===== src/design/irqc_cfg.svh =====
// irqc_cfg.svh: register offsets, field positions and reset values of the
// interrupt controller command registers.
// assumes byte addresses on an 8-bit register port with 32-bit data.
`ifndef IRQC_CFG_SVH
`define IRQC_CFG_SVH

`define IRQC_ADDR_W        8
`define IRQC_DATA_W        32
`define IRQC_NSRC          32

`define IRQC_OFF_EN_CMD    8'h00
`define IRQC_OFF_DIS_CMD   8'h04
`define IRQC_OFF_CLR_CMD   8'h08
`define IRQC_OFF_SET_CMD   8'h0c
`define IRQC_OFF_EOI_CMD   8'h10
`define IRQC_OFF_SPU       8'h14
`define IRQC_OFF_DEBUG     8'h18
`define IRQC_OFF_FF_EN     8'h1c
`define IRQC_OFF_FF_DIS    8'h20
`define IRQC_OFF_FF_STAT   8'h24
`define IRQC_OFF_MASK      8'h28
`define IRQC_OFF_PEND      8'h2c
`define IRQC_OFF_IVR       8'h30
`define IRQC_OFF_FVR       8'h34
`define IRQC_OFF_CORE_STAT 8'h38
`define IRQC_OFF_CUR_ID    8'h3c

`define IRQC_DBG_GUARD_BIT 0
`define IRQC_DBG_GLOBAL_LINE_MASK_BIT  1
`define IRQC_FAST_SRC      0
`define IRQC_FF_IMPL       32'hffff_fffe
`define IRQC_SPU_RST       32'h0000_0000
`define IRQC_VEC_RST       32'h0000_0000

`endif


===== src/design/irqc_pkg.sv =====
// irqc_pkg: types shared by the interrupt controller command register files.
// assumes irqc_cfg.svh is compiled alongside for the constants.
`default_nettype none

package irqc_pkg;

  typedef struct packed {
    logic [7:0]  addr;
    logic [31:0] wdata;
    logic        wr;
    logic        rd;
  } irqc_bus_req_t;

  typedef struct packed {
    logic [31:0] spu;
    logic        guard;
    logic        gmask;
    logic        in_service;
    logic [4:0]  cur_id;
    logic [31:0] rdata;
  } irqc_state_t;

endpackage : irqc_pkg

`default_nettype wire


===== src/design/irqc_cmd_regs.sv =====
// irqc_cmd_regs: command and status registers of a vectored interrupt
// controller, with the two active-low lines towards the processor core.
// assumes a same-clock register master, same-clock source levels and
// vector words supplied by the excluded source vector registers.
`timescale 1ns/1ps
`default_nettype none
`include "irqc_cfg.svh"

// How it works
// - a one written to the disable command masks that source; zero leaves it
// - a one written to the clear command clears that pending source
// - a one written to the set command makes that source pending
// - any write to end-of-interrupt ends the current treatment
// - spurious vector register returned by vector reads when nothing is there
// - debug bit 0 enables protection mode; debug register resets to zero
// - debug bit 1 holds both interrupt lines inactive
// - a one written to fast-forcing enable enables that source, for sources 1 to 31 only
// - a one written to fast-forcing disable disables that source
// - fast-forcing status is read-only, bits 1 to 31, bit 0 zero
// - a status one means fast forcing is enabled for that source
// - normal vector read with no current interrupt returns spurious vector
module irqc_cmd_regs #(
  parameter int NSRC = `IRQC_NSRC
) (
  input  wire logic                  sys_clk_in,        // master clock, 25 MHz
  input  wire logic                  rst_in,            // synchronous reset, high
  input  wire irqc_pkg::irqc_bus_req_t bus_req_in,      // register access
  output logic [31:0]                read_data_out,     // read data, cycle after rd
  input  wire logic [NSRC-1:0]       irq_src_in,        // source levels, high
  input  wire logic [31:0]           normal_vec_in,     // vector of current source
  input  wire logic [31:0]           fast_vec_in,       // vector of fast source
  output logic [4:0]                 cur_src_out,       // source to fetch a vector
  output logic                       normal_irq_line_n_out, // normal line, low
  output logic                       fast_irq_line_n_out    // fast line, low
);

  irqc_pkg::irqc_state_t st_reg;
  irqc_pkg::irqc_state_t st_next;

  logic [NSRC-1:0] mask_q;
  logic [NSRC-1:0] pend_q;
  logic [NSRC-1:0] ff_q;
  logic [NSRC-1:0] mask_set;
  logic [NSRC-1:0] mask_clr;
  logic [NSRC-1:0] pend_set;
  logic [NSRC-1:0] pend_clr;
  logic [NSRC-1:0] ff_set;
  logic [NSRC-1:0] ff_clr;
  logic [NSRC-1:0] active;
  logic [NSRC-1:0] norm_cand;
  logic [NSRC-1:0] ack_vec;
  logic [4:0]      cand_id;
  logic            fast_req;
  logic            normal_irq_line_n_active;
  logic            ack;
  logic            wr_en;
  logic            wr_dis;
  logic            wr_clr;
  logic            wr_set;
  logic            wr_eoi;
  logic            wr_ffe;
  logic            wr_ffd;
  logic            ivr_take;

  assign wr_en  = bus_req_in.wr && (bus_req_in.addr == `IRQC_OFF_EN_CMD);
  assign wr_dis = bus_req_in.wr && (bus_req_in.addr == `IRQC_OFF_DIS_CMD);
  assign wr_clr = bus_req_in.wr && (bus_req_in.addr == `IRQC_OFF_CLR_CMD);
  assign wr_set = bus_req_in.wr && (bus_req_in.addr == `IRQC_OFF_SET_CMD);
  assign wr_eoi = bus_req_in.wr && (bus_req_in.addr == `IRQC_OFF_EOI_CMD);
  assign wr_ffe = bus_req_in.wr && (bus_req_in.addr == `IRQC_OFF_FF_EN);
  assign wr_ffd = bus_req_in.wr && (bus_req_in.addr == `IRQC_OFF_FF_DIS);

  assign mask_set = wr_en  ? bus_req_in.wdata[NSRC-1:0] : '0;
  assign mask_clr = wr_dis ? bus_req_in.wdata[NSRC-1:0] : '0;
  assign pend_set = irq_src_in | (wr_set ? bus_req_in.wdata[NSRC-1:0] : '0);
  assign pend_clr = ack_vec | (wr_clr ? bus_req_in.wdata[NSRC-1:0] : '0);
  // bit 0 is the fast source itself and cannot be forced
  assign ff_set = wr_ffe ? (bus_req_in.wdata[NSRC-1:0] & `IRQC_FF_IMPL) : '0;
  assign ff_clr = wr_ffd ? (bus_req_in.wdata[NSRC-1:0] & `IRQC_FF_IMPL) : '0;

  irqc_w1sc_vec #(.W(NSRC), .RST('0)) u_mask (
    .sys_clk_in (sys_clk_in),
    .rst_in     (rst_in),
    .set_in     (mask_set),
    .clr_in     (mask_clr),
    .q_out      (mask_q)
  );

  irqc_w1sc_vec #(.W(NSRC), .RST('0)) u_pend (
    .sys_clk_in (sys_clk_in),
    .rst_in     (rst_in),
    .set_in     (pend_set),
    .clr_in     (pend_clr),
    .q_out      (pend_q)
  );

  irqc_w1sc_vec #(.W(NSRC), .RST('0)) u_ff (
    .sys_clk_in (sys_clk_in),
    .rst_in     (rst_in),
    .set_in     (ff_set),
    .clr_in     (ff_clr),
    .q_out      (ff_q)
  );

  assign active    = pend_q & mask_q;
  assign fast_req  = active[`IRQC_FAST_SRC] | (|(active & ff_q));
  assign norm_cand = active & ~ff_q & `IRQC_FF_IMPL;
  // one interrupt in service at a time; nesting belongs to the arbiter
  assign normal_irq_line_n_active = (|norm_cand) && !st_reg.in_service;

  // lowest numbered candidate wins; real priority is outside this block
  always_comb begin
    cand_id = 5'h00;
    for (int i = NSRC - 1; i >= 1; i--) begin
      if (norm_cand[i]) begin
        cand_id = 5'(i);
      end
    end
  end

  // in protection mode a debugger read must not acknowledge; a write does
  assign ivr_take = (bus_req_in.addr == `IRQC_OFF_IVR) &&
                    (st_reg.guard ? bus_req_in.wr : bus_req_in.rd);
  assign ack      = ivr_take && normal_irq_line_n_active;
  assign ack_vec  = ack ? (NSRC'(1) << cand_id) : '0;

  always_comb begin
    st_next       = st_reg;
    st_next.rdata = 32'h0000_0000;
    if (bus_req_in.wr) begin
      case (bus_req_in.addr)
        `IRQC_OFF_SPU: begin
          st_next.spu = bus_req_in.wdata;
        end
        `IRQC_OFF_DEBUG: begin
          st_next.guard = bus_req_in.wdata[`IRQC_DBG_GUARD_BIT];
          st_next.gmask = bus_req_in.wdata[`IRQC_DBG_GLOBAL_LINE_MASK_BIT];
        end
        default: begin
        end
      endcase
    end
    if (wr_eoi) begin
      st_next.in_service = 1'b0;
    end
    if (ack) begin
      st_next.in_service = 1'b1;
      st_next.cur_id     = cand_id;
    end
    if (bus_req_in.rd) begin
      case (bus_req_in.addr)
        `IRQC_OFF_SPU:       st_next.rdata = st_reg.spu;
        `IRQC_OFF_DEBUG:     st_next.rdata = {30'h0, st_reg.gmask, st_reg.guard};
        `IRQC_OFF_FF_STAT:   st_next.rdata = 32'(ff_q) & `IRQC_FF_IMPL;
        `IRQC_OFF_MASK:      st_next.rdata = 32'(mask_q);
        `IRQC_OFF_PEND:      st_next.rdata = 32'(pend_q);
        `IRQC_OFF_IVR:       st_next.rdata = normal_irq_line_n_active ? normal_vec_in : st_reg.spu;
        `IRQC_OFF_FVR:       st_next.rdata = fast_req ? fast_vec_in : st_reg.spu;
        `IRQC_OFF_CORE_STAT: st_next.rdata = {30'h0, ~normal_irq_line_n_out, ~fast_irq_line_n_out};
        `IRQC_OFF_CUR_ID:    st_next.rdata = {27'h0, st_reg.cur_id};
        default:             st_next.rdata = 32'h0000_0000;
      endcase
    end
  end

  always_ff @(posedge sys_clk_in) begin
    if (rst_in) begin
      st_reg     <= '0;
      st_reg.spu <= `IRQC_SPU_RST;
    end else begin
      st_reg <= st_next;
    end
  end

  assign read_data_out         = st_reg.rdata;
  assign cur_src_out           = st_reg.in_service ? st_reg.cur_id : cand_id;
  assign normal_irq_line_n_out = ~(normal_irq_line_n_active && !st_reg.gmask);
  assign fast_irq_line_n_out   = ~(fast_req && !st_reg.gmask);
endmodule : irqc_cmd_regs

`default_nettype wire


===== src/design/irqc_w1sc_vec.sv =====
// irqc_w1sc_vec: a vector of sticky bits with per-bit set and clear.
// assumes set and clear come from logic on the same clock.
`timescale 1ns/1ps
`default_nettype none

module irqc_w1sc_vec #(
  parameter int           W   = 32,
  parameter logic [W-1:0] RST = '0
) (
  input  wire logic         sys_clk_in, // master clock
  input  wire logic         rst_in,     // synchronous reset, high
  input  wire logic [W-1:0] set_in,     // bits to set
  input  wire logic [W-1:0] clr_in,     // bits to clear
  output logic      [W-1:0] q_out       // current bits
);

  typedef struct packed {
    logic [W-1:0] q;
  } irqc_vec_st_t;

  irqc_vec_st_t st_reg;
  irqc_vec_st_t st_next;

  // set wins so an event landing on the clear cycle is kept
  always_comb begin
    st_next   = st_reg;
    st_next.q = (st_reg.q & ~clr_in) | set_in;
  end

  always_ff @(posedge sys_clk_in) begin
    if (rst_in) begin
      st_reg.q <= RST;
    end else begin
      st_reg <= st_next;
    end
  end

  assign q_out = st_reg.q;
endmodule : irqc_w1sc_vec

`default_nettype wire


===== config.mk =====
export PLATFORM = sky130hd
export DESIGN_NAME = irqc_cmd_regs
export DESIGN_NICKNAME = d
export VERILOG_FILES = /design/src/design/irqc_pkg.sv /design/src/design/irqc_cmd_regs.sv /design/src/design/irqc_w1sc_vec.sv
export VERILOG_INCLUDE_DIRS = /design/src /design/src/design
export SDC_FILE = /design/constraint.sdc
export NUM_CORES = 1
export LEC_CHECK = 0
export BUFFER_PORTS_ARGS = -buffer_cell sky130_fd_sc_hd__buf_2
export CAP_MARGIN = 25
export CORE_AREA = 10 10 142 144
export DETAILED_ROUTE_END_ITERATION = 6
export DIE_AREA = 0 0 152 154
export PLACE_DENSITY_LB_ADDON = 0.15
export SLEW_MARGIN = 15
export SYNTH_ARGS = -nofsm -noshare
export SYNTH_HDL_FRONTEND = slang
export SYNTH_SLANG_ARGS = --single-unit

===== constraint.sdc =====
create_clock -name sys_clk_in -period 3.13 [get_ports sys_clk_in]
set_input_delay 0.4695 -clock sys_clk_in [delete_from_list [all_inputs] [get_ports sys_clk_in]]
set_output_delay 0.4695 -clock sys_clk_in [all_outputs]
set_load 0.005 [all_outputs]

* Word-level counts from Yosys, hierarchy flattened
Cells that the tools add are included.
** Cells by class
- Equal/unequal tests :: 15
- Reductions and logical operators :: 21
- Bitwise gates (word level) :: 19
- Mux-type cells :: 45
- Shifts and indexed selects :: 1
** Operator list (count)
- 32-bit two-way mux :: 9
- 32-bit one-hot mux with 9 select lines :: 1
- 32-bit bitwise AND :: 6
- 5-bit two-way mux :: 32
- 32-bit OR :: 5
- 32-bit inverter :: 4
- 8-bit by 6-bit equality test with 1-bit output, second input constant :: 8
- 8-bit by 5-bit equality test with 1-bit output, second input constant :: 4
- 32-bit OR reduction :: 1
- 1-bit by 5-bit left shift with 32-bit output, first input constant :: 1
- 31-bit OR reduction :: 1
- 8-bit by 4-bit equality test with 1-bit output, second input constant :: 2
- 1-bit logical AND :: 12
- 8-bit by 3-bit equality test with 1-bit output, second input constant :: 1
- 8-bit zero test :: 1
- 6-bit two-way mux :: 1
- 2-bit AND reduction :: 2
- 1-bit inverter :: 3
- 1-bit zero test :: 2
- 1-bit two-way mux :: 2
- 2-bit nonzero test :: 1
- 2-bit OR reduction :: 1
- 1-bit OR :: 1
** Storage, ports and cells
- Logic and storage cells :: 110
- Output and inout port bits :: 39
- Register bits :: 168

* Depth between registers and ports, before layout
- Depth in word-level cells :: 39
- Mapped depth :: 9
- Depth with buffers taken out :: 7

* Hierarchy
A second synthesis with hierarchy kept.
** Second synthesis, totals
- Cells, all modules :: 1315
- Area, all modules :: 10354.9 um2
** By module, submodules not included
- irqc_cmd_regs :: times used 1, cells an instance 922, seq. area each 1441.4 um2, area each 6890.4 um2
- irqc_w1sc_vec :: times used 3, cells an instance 131, seq. area each 640.6 um2, area each 1154.9 um2

* Worst setup path before layout
Ideal clock, no wire load.
- Path kind :: input to register
- Start point :: in bus_req_in[36] (netlist name)
- End point :: reg u_pend.st_reg (netlist bit u_pend.q_out[5])
- Arrival :: 2175 ps
- Path slack :: 819 ps
- Required time :: 2994 ps
- Stages on the path :: 7
- Setup time :: 136 ps
- Path through :: buf_2 or4_4 or2_1 buf_6 or3_4 a2111oi_4 a211oi_1
** Between the ends
- Longest elaborated chain between the ends :: 8
** RTL lines
- from (decl) :: RTL line irqc_cmd_regs.sv:27 : input wire irqc_pkg::irqc_bus_req_t bus_req_in,
- 8-bit by 6-bit equality test with 1-bit output
- 1-bit logical AND :: RTL line irqc_cmd_regs.sv:122 : assign ivr_take = (bus_req_in.addr == `IRQC_OFF_IVR) &&
- 1-bit logical AND :: RTL line irqc_cmd_regs.sv:124 : assign ack = ivr_take && normal_irq_line_n_active;
- 32-bit two-way mux :: RTL line irqc_cmd_regs.sv:125 : assign ack_vec = ack ? (NSRC'(1) << cand_id) : '0;
- 32-bit OR :: RTL line irqc_cmd_regs.sv:76 : assign pend_clr = ack_vec | (wr_clr ? bus_req_in.wdata[NSRC-1:0] : '0);
- 32-bit inverter :: RTL line irqc_w1sc_vec.sv:27 : st_next.q = (st_reg.q & ~clr_in) | set_in;
- 32-bit bitwise AND :: RTL line irqc_w1sc_vec.sv:27
- 32-bit OR * :: RTL line irqc_w1sc_vec.sv:27
- to (signal assigned) :: RTL line irqc_w1sc_vec.sv:34 : st_reg <= st_next;
- to (decl) :: RTL line irqc_w1sc_vec.sv:21 : irqc_vec_st_t st_reg;
Mark *: on every way between the ends. The rest lies on a longest branch, timed or not.
A chain may end at the register's enable or synchronous reset.

* Worst setup path after layout
- Start point :: reg u_ff.st_reg (netlist bit u_ff.q_out[19])
- End point :: out normal_irq_line_n_out
** Between the ends
- Longest elaborated chain between the ends :: 6
** RTL lines
- from (decl) :: RTL line irqc_w1sc_vec.sv:21
- from (signal assigned) :: RTL line irqc_w1sc_vec.sv:34
- 32-bit inverter :: RTL line irqc_cmd_regs.sv:107 : assign norm_cand = active & ~ff_q & `IRQC_FF_IMPL;
- 32-bit bitwise AND :: RTL line irqc_cmd_regs.sv:107
- 31-bit OR reduction :: RTL line irqc_cmd_regs.sv:109 : assign normal_irq_line_n_active = (|norm_cand) && !st_reg.in_service;
- 1-bit logical AND :: RTL line irqc_cmd_regs.sv:109
- 1-bit logical AND :: RTL line irqc_cmd_regs.sv:177 : assign normal_irq_line_n_out = ~(normal_irq_line_n_active && !st_reg.gmask);
- 1-bit inverter :: RTL line irqc_cmd_regs.sv:177
- to (decl) :: RTL line irqc_cmd_regs.sv:33 : output logic normal_irq_line_n_out,
Every way passes these cells.

==> results.py <==
metrics = {
    "outcome": {
        "status": "finished clean",
    },
    "hold_path": {
        "hold_depth": 3,
        "hold_class": "in2reg",
        "holdPathEnd": "u_pend.q_out[0]",
        "min_from": "irq_src_in[0]",
    },
    "pwr": {
        "p_int_mw": 3.52,
        "power.net_switching_mw": 1.11,
        "p_leak_nw": 3.97,
        "p_comb_frac": 0.062,
        "power_frac_clock": 0.465,
        "p_total_mw": 4.63,
        "ir_drop_v": 0.000393,
        "power_density_nw_per_um2": 425,
        "switching_share": 0.240,
        "pwr-share-seq": 0.473,
    },
    "cts": {
        "cts_tree": "built",
        "cts_buffers": 17,
        "cts_sinks": 167,
        "ctsHoldBuffers": 0,
        "insertion_delay_ns": 0.44,
        "cts_buffer_depth": 2,
        "cts_setup_buffers": 0,
        "clkTransAtPathRegs_ns": 0.06,
        "clockRootBuffer": "clkbuf_16",
        "htreeDepth": 4,
    },
    "finish": {
        "n_antenna_cell": 0,
        "area_delta_synth_final_pct": 16.8,
        "fin_nets": 1426,
        "final_util": 0.634,
        "drive_above_1_share": 0.206,
        "fin_area_sq_um": 10900,
        "largest_register_ffs": 40,
        "seqCellArea_sq_um": 3340,
        "multi_input_area_sq_um": 5490,
        "fill_cells": 1611,
        "mostFrequentLayoutCell": "nand2_1",
        "final_cell_mix": "nand2_1 (213), buf_2 (177), dfxtp_1 (167)",
    },
    "critical_path": {
        "rr_endpoint": "u_pend.q_out[31]",
        "worstPathRequired_ns": 2.66,
        "path_max_fanout": 18,
        "r2r_slack_ns": 0.48,
        "cp-startpoint": "u_ff.q_out[19]",
        "reg2reg_from": "u_ff.q_out[25]",
        "r2r_cells": 7,
        "cp-start-kind": "flop",
        "endpoint_kind": "output pin",
        "critPathKind": "reg2out",
        "arrival_ns": 2.56,
    },
    "floorplanning": {
        "die_area_sq_um": 23400,
        "std_cell_rows": 48,
        "dieHeight_um": 154,
        "start_util": 0.543,
        "io_pins": 179,
        "die_width_um": 152,
        "core_sq_um": 17200,
    },
    "sta": {
        "finalCritPeriodShare": 0.966,
        "rsz0062_at_grt": "no",
        "drv_slew": 0,
        "hold_viol": 0,
        "fin_skew_ns": 0.0130,
        "maxSlewHeadroom": 0.474,
        "layout_min_cycle_time_ns": 3.02,
        "max_freq_ghz": 0.331,
        "worstMarginPinSlew_ns": 0.790,
        "setup_violations": 0,
        "setup-tns-final_ns": 0,
    },
    "placement": {
        "placed_area_sq_um": 10300,
        "port_buffers": 178,
        "place_congestion": 0.930,
        "hpwlAfterDp_um": 22600,
    },
    "global_route": {
        "track_usage": 0.264,
        "grt_first_pass_wirelength_um": 50600,
        "grt_pass1_vias": 9022,
        "overflow": 0,
        "grt_max_degree": 60,
        "antenna_found_initial": 0,
    },
    "synth": {
        "ys_ff_latch": 167,
        "yosys_warnings": 0,
        "synth_fa_ha_area_frac": 0,
        "synthMuxAreaShare": 0.0731,
        "synth_edf_count": 0,
        "synth_top_family_by_area": "compound AO/OA/AOI/OAI gates",
        "synth.distinct_cells": 61,
        "syn_nets": 1306,
        "ys.flop_type": "dfxtp_1",
        "synth-compound-area-share": 0.264,
        "synthCells": 1166,
        "yosys.area_share.simple": 0.242,
        "yosysSeqAreaShare": 0.358,
        "async_reset_ff_frac": 0,
        "synth_area_sq_um": 9330,
        "syn_avg_cell_area_sq_um": 8.00,
        "synthXorXnorAreaFrac": 0,
    },
    "drt": {
        "drc": 0,
        "wl_per_cell_um": 21.4,
        "vias": 9688,
        "wl_um": 32600,
        "viasPerCell": 6.36,
        "drtIter0Drc": 1104,
        "antenna_left": 0,
        "detail_route.first_pass.iterations": 6,
    },
    "job": {
        "drv_cap": 0,
    },
}
area by class of cell:
class,count,area share
Multi-Input combinational cell,887,0.504
Clock inverter,10,0.0109
Inverter,4,0.00138
Timing Repair Buffer,209,0.108
Clock buffer,22,0.0435
Tap cell,225,0.0258
Sequential cell,167,0.307
layer usage:
metal | GRT usage | share of wire
met2 | 0.429 | 0.47
met5 | 0 | 0
met3 | 0.0513 | 0.083
met4 | 0.0697 | 0.019
met1 | 0.349 | 0.43
synthesized netlist by cell type, types with 6 or more instances:
| cell type | number | area (sq um) |
|---|---|---|
| nand4_1 | 11 | 68.8 |
| a31oi_1 | 23 | 144 |
| clkbuf_1 | 61 | 229 |
| a21o_1 | 28 | 210 |
| nand3_1 | 38 | 190 |
| a21oi_1 | 74 | 370 |
| buf_2 | 8 | 40.0 |
| and3b_1 | 7 | 61.3 |
| a41oi_1 | 6 | 52.6 |
| a22oi_1 | 66 | 495 |
| a221oi_1 | 30 | 263 |
| mux2i_1 | 67 | 671 |
| nor2_1 | 100 | 375 |
| o211ai_1 | 9 | 67.6 |
| nand3b_1 | 30 | 225 |
| buf_4 | 33 | 248 |
| nand2b_1 | 7 | 43.8 |
| o221ai_1 | 27 | 236 |
| nand2_1 | 214 | 803 |
| o21ai_0 | 12 | 60.1 |
| dfxtp_1 | 167 | 3340 |
| and2_1 | 31 | 194 |
| nor3_1 | 16 | 80.1 |
| a22o_1 | 28 | 245 |
worst max-delay path, cell delays in order, from the launching register on:
cell,delay (ns)
dfxtp_1,0.38
nand3b_1,0.21
o2111ai_1,0.21
nor2_1,0.44
a41oi_4,0.38
buf_12,0.29
nand2b_1,0.08
buf_2,0.11
through the flow:
stage | instances | hold slack [ns] | worst slack [ns]
after global routing | 1524 | 0.285 | 0.0362
after global placement | 1492 | 0.462 | 0.469
after CTS | 1524 | 0.282 | 0.102
after floorplan | 1166 | 0.449 | 0.819
final | 1524 | 0.291 | 0.105
after detailed placement | 1492 | 0.468 | 0.422
power groups by stage:
stage               registers [mW]  clock network [mW]  logic, mW
finish                        2.19                2.15      0.286
global route                  2.19                2.26      0.312
CTS                           2.19                2.16      0.283
detailed placement            2.24                   0      0.281
global placement              2.24                   0      0.278
floorplan                     2.23                   0      0.121
worst max path at each step:
stage	to	slack [ns]	depth (start not counted)
6_report	normal_irq_line_n_out	0.11	7
5_1_grt	normal_irq_line_n_out	0.04	7
4_1_cts	normal_irq_line_n_out	0.10	7
3_5_place_dp	normal_irq_line_n_out	0.42	7
3_3_place_gp	u_pend.q_out[27]	0.47	8
2_1_floorplan	u_pend.q_out[5]	0.82	7
cells by family (layout without fill, tap and decap cells):
logic type	after synthesis	count (layout)
multiplexers	68	68
AO/OA/AOI/OAI	339	339
flip-flops	167	167
AND/OR/NAND/NOR	480	480
buffers and inverters	112	245
repair_timing:
action                     CTS  global route
gates cloned                 0             0
setup endpoints to repair    1             1
gates resized for setup      1             3
Note: power is estimated with default switching activity, not from simulation.
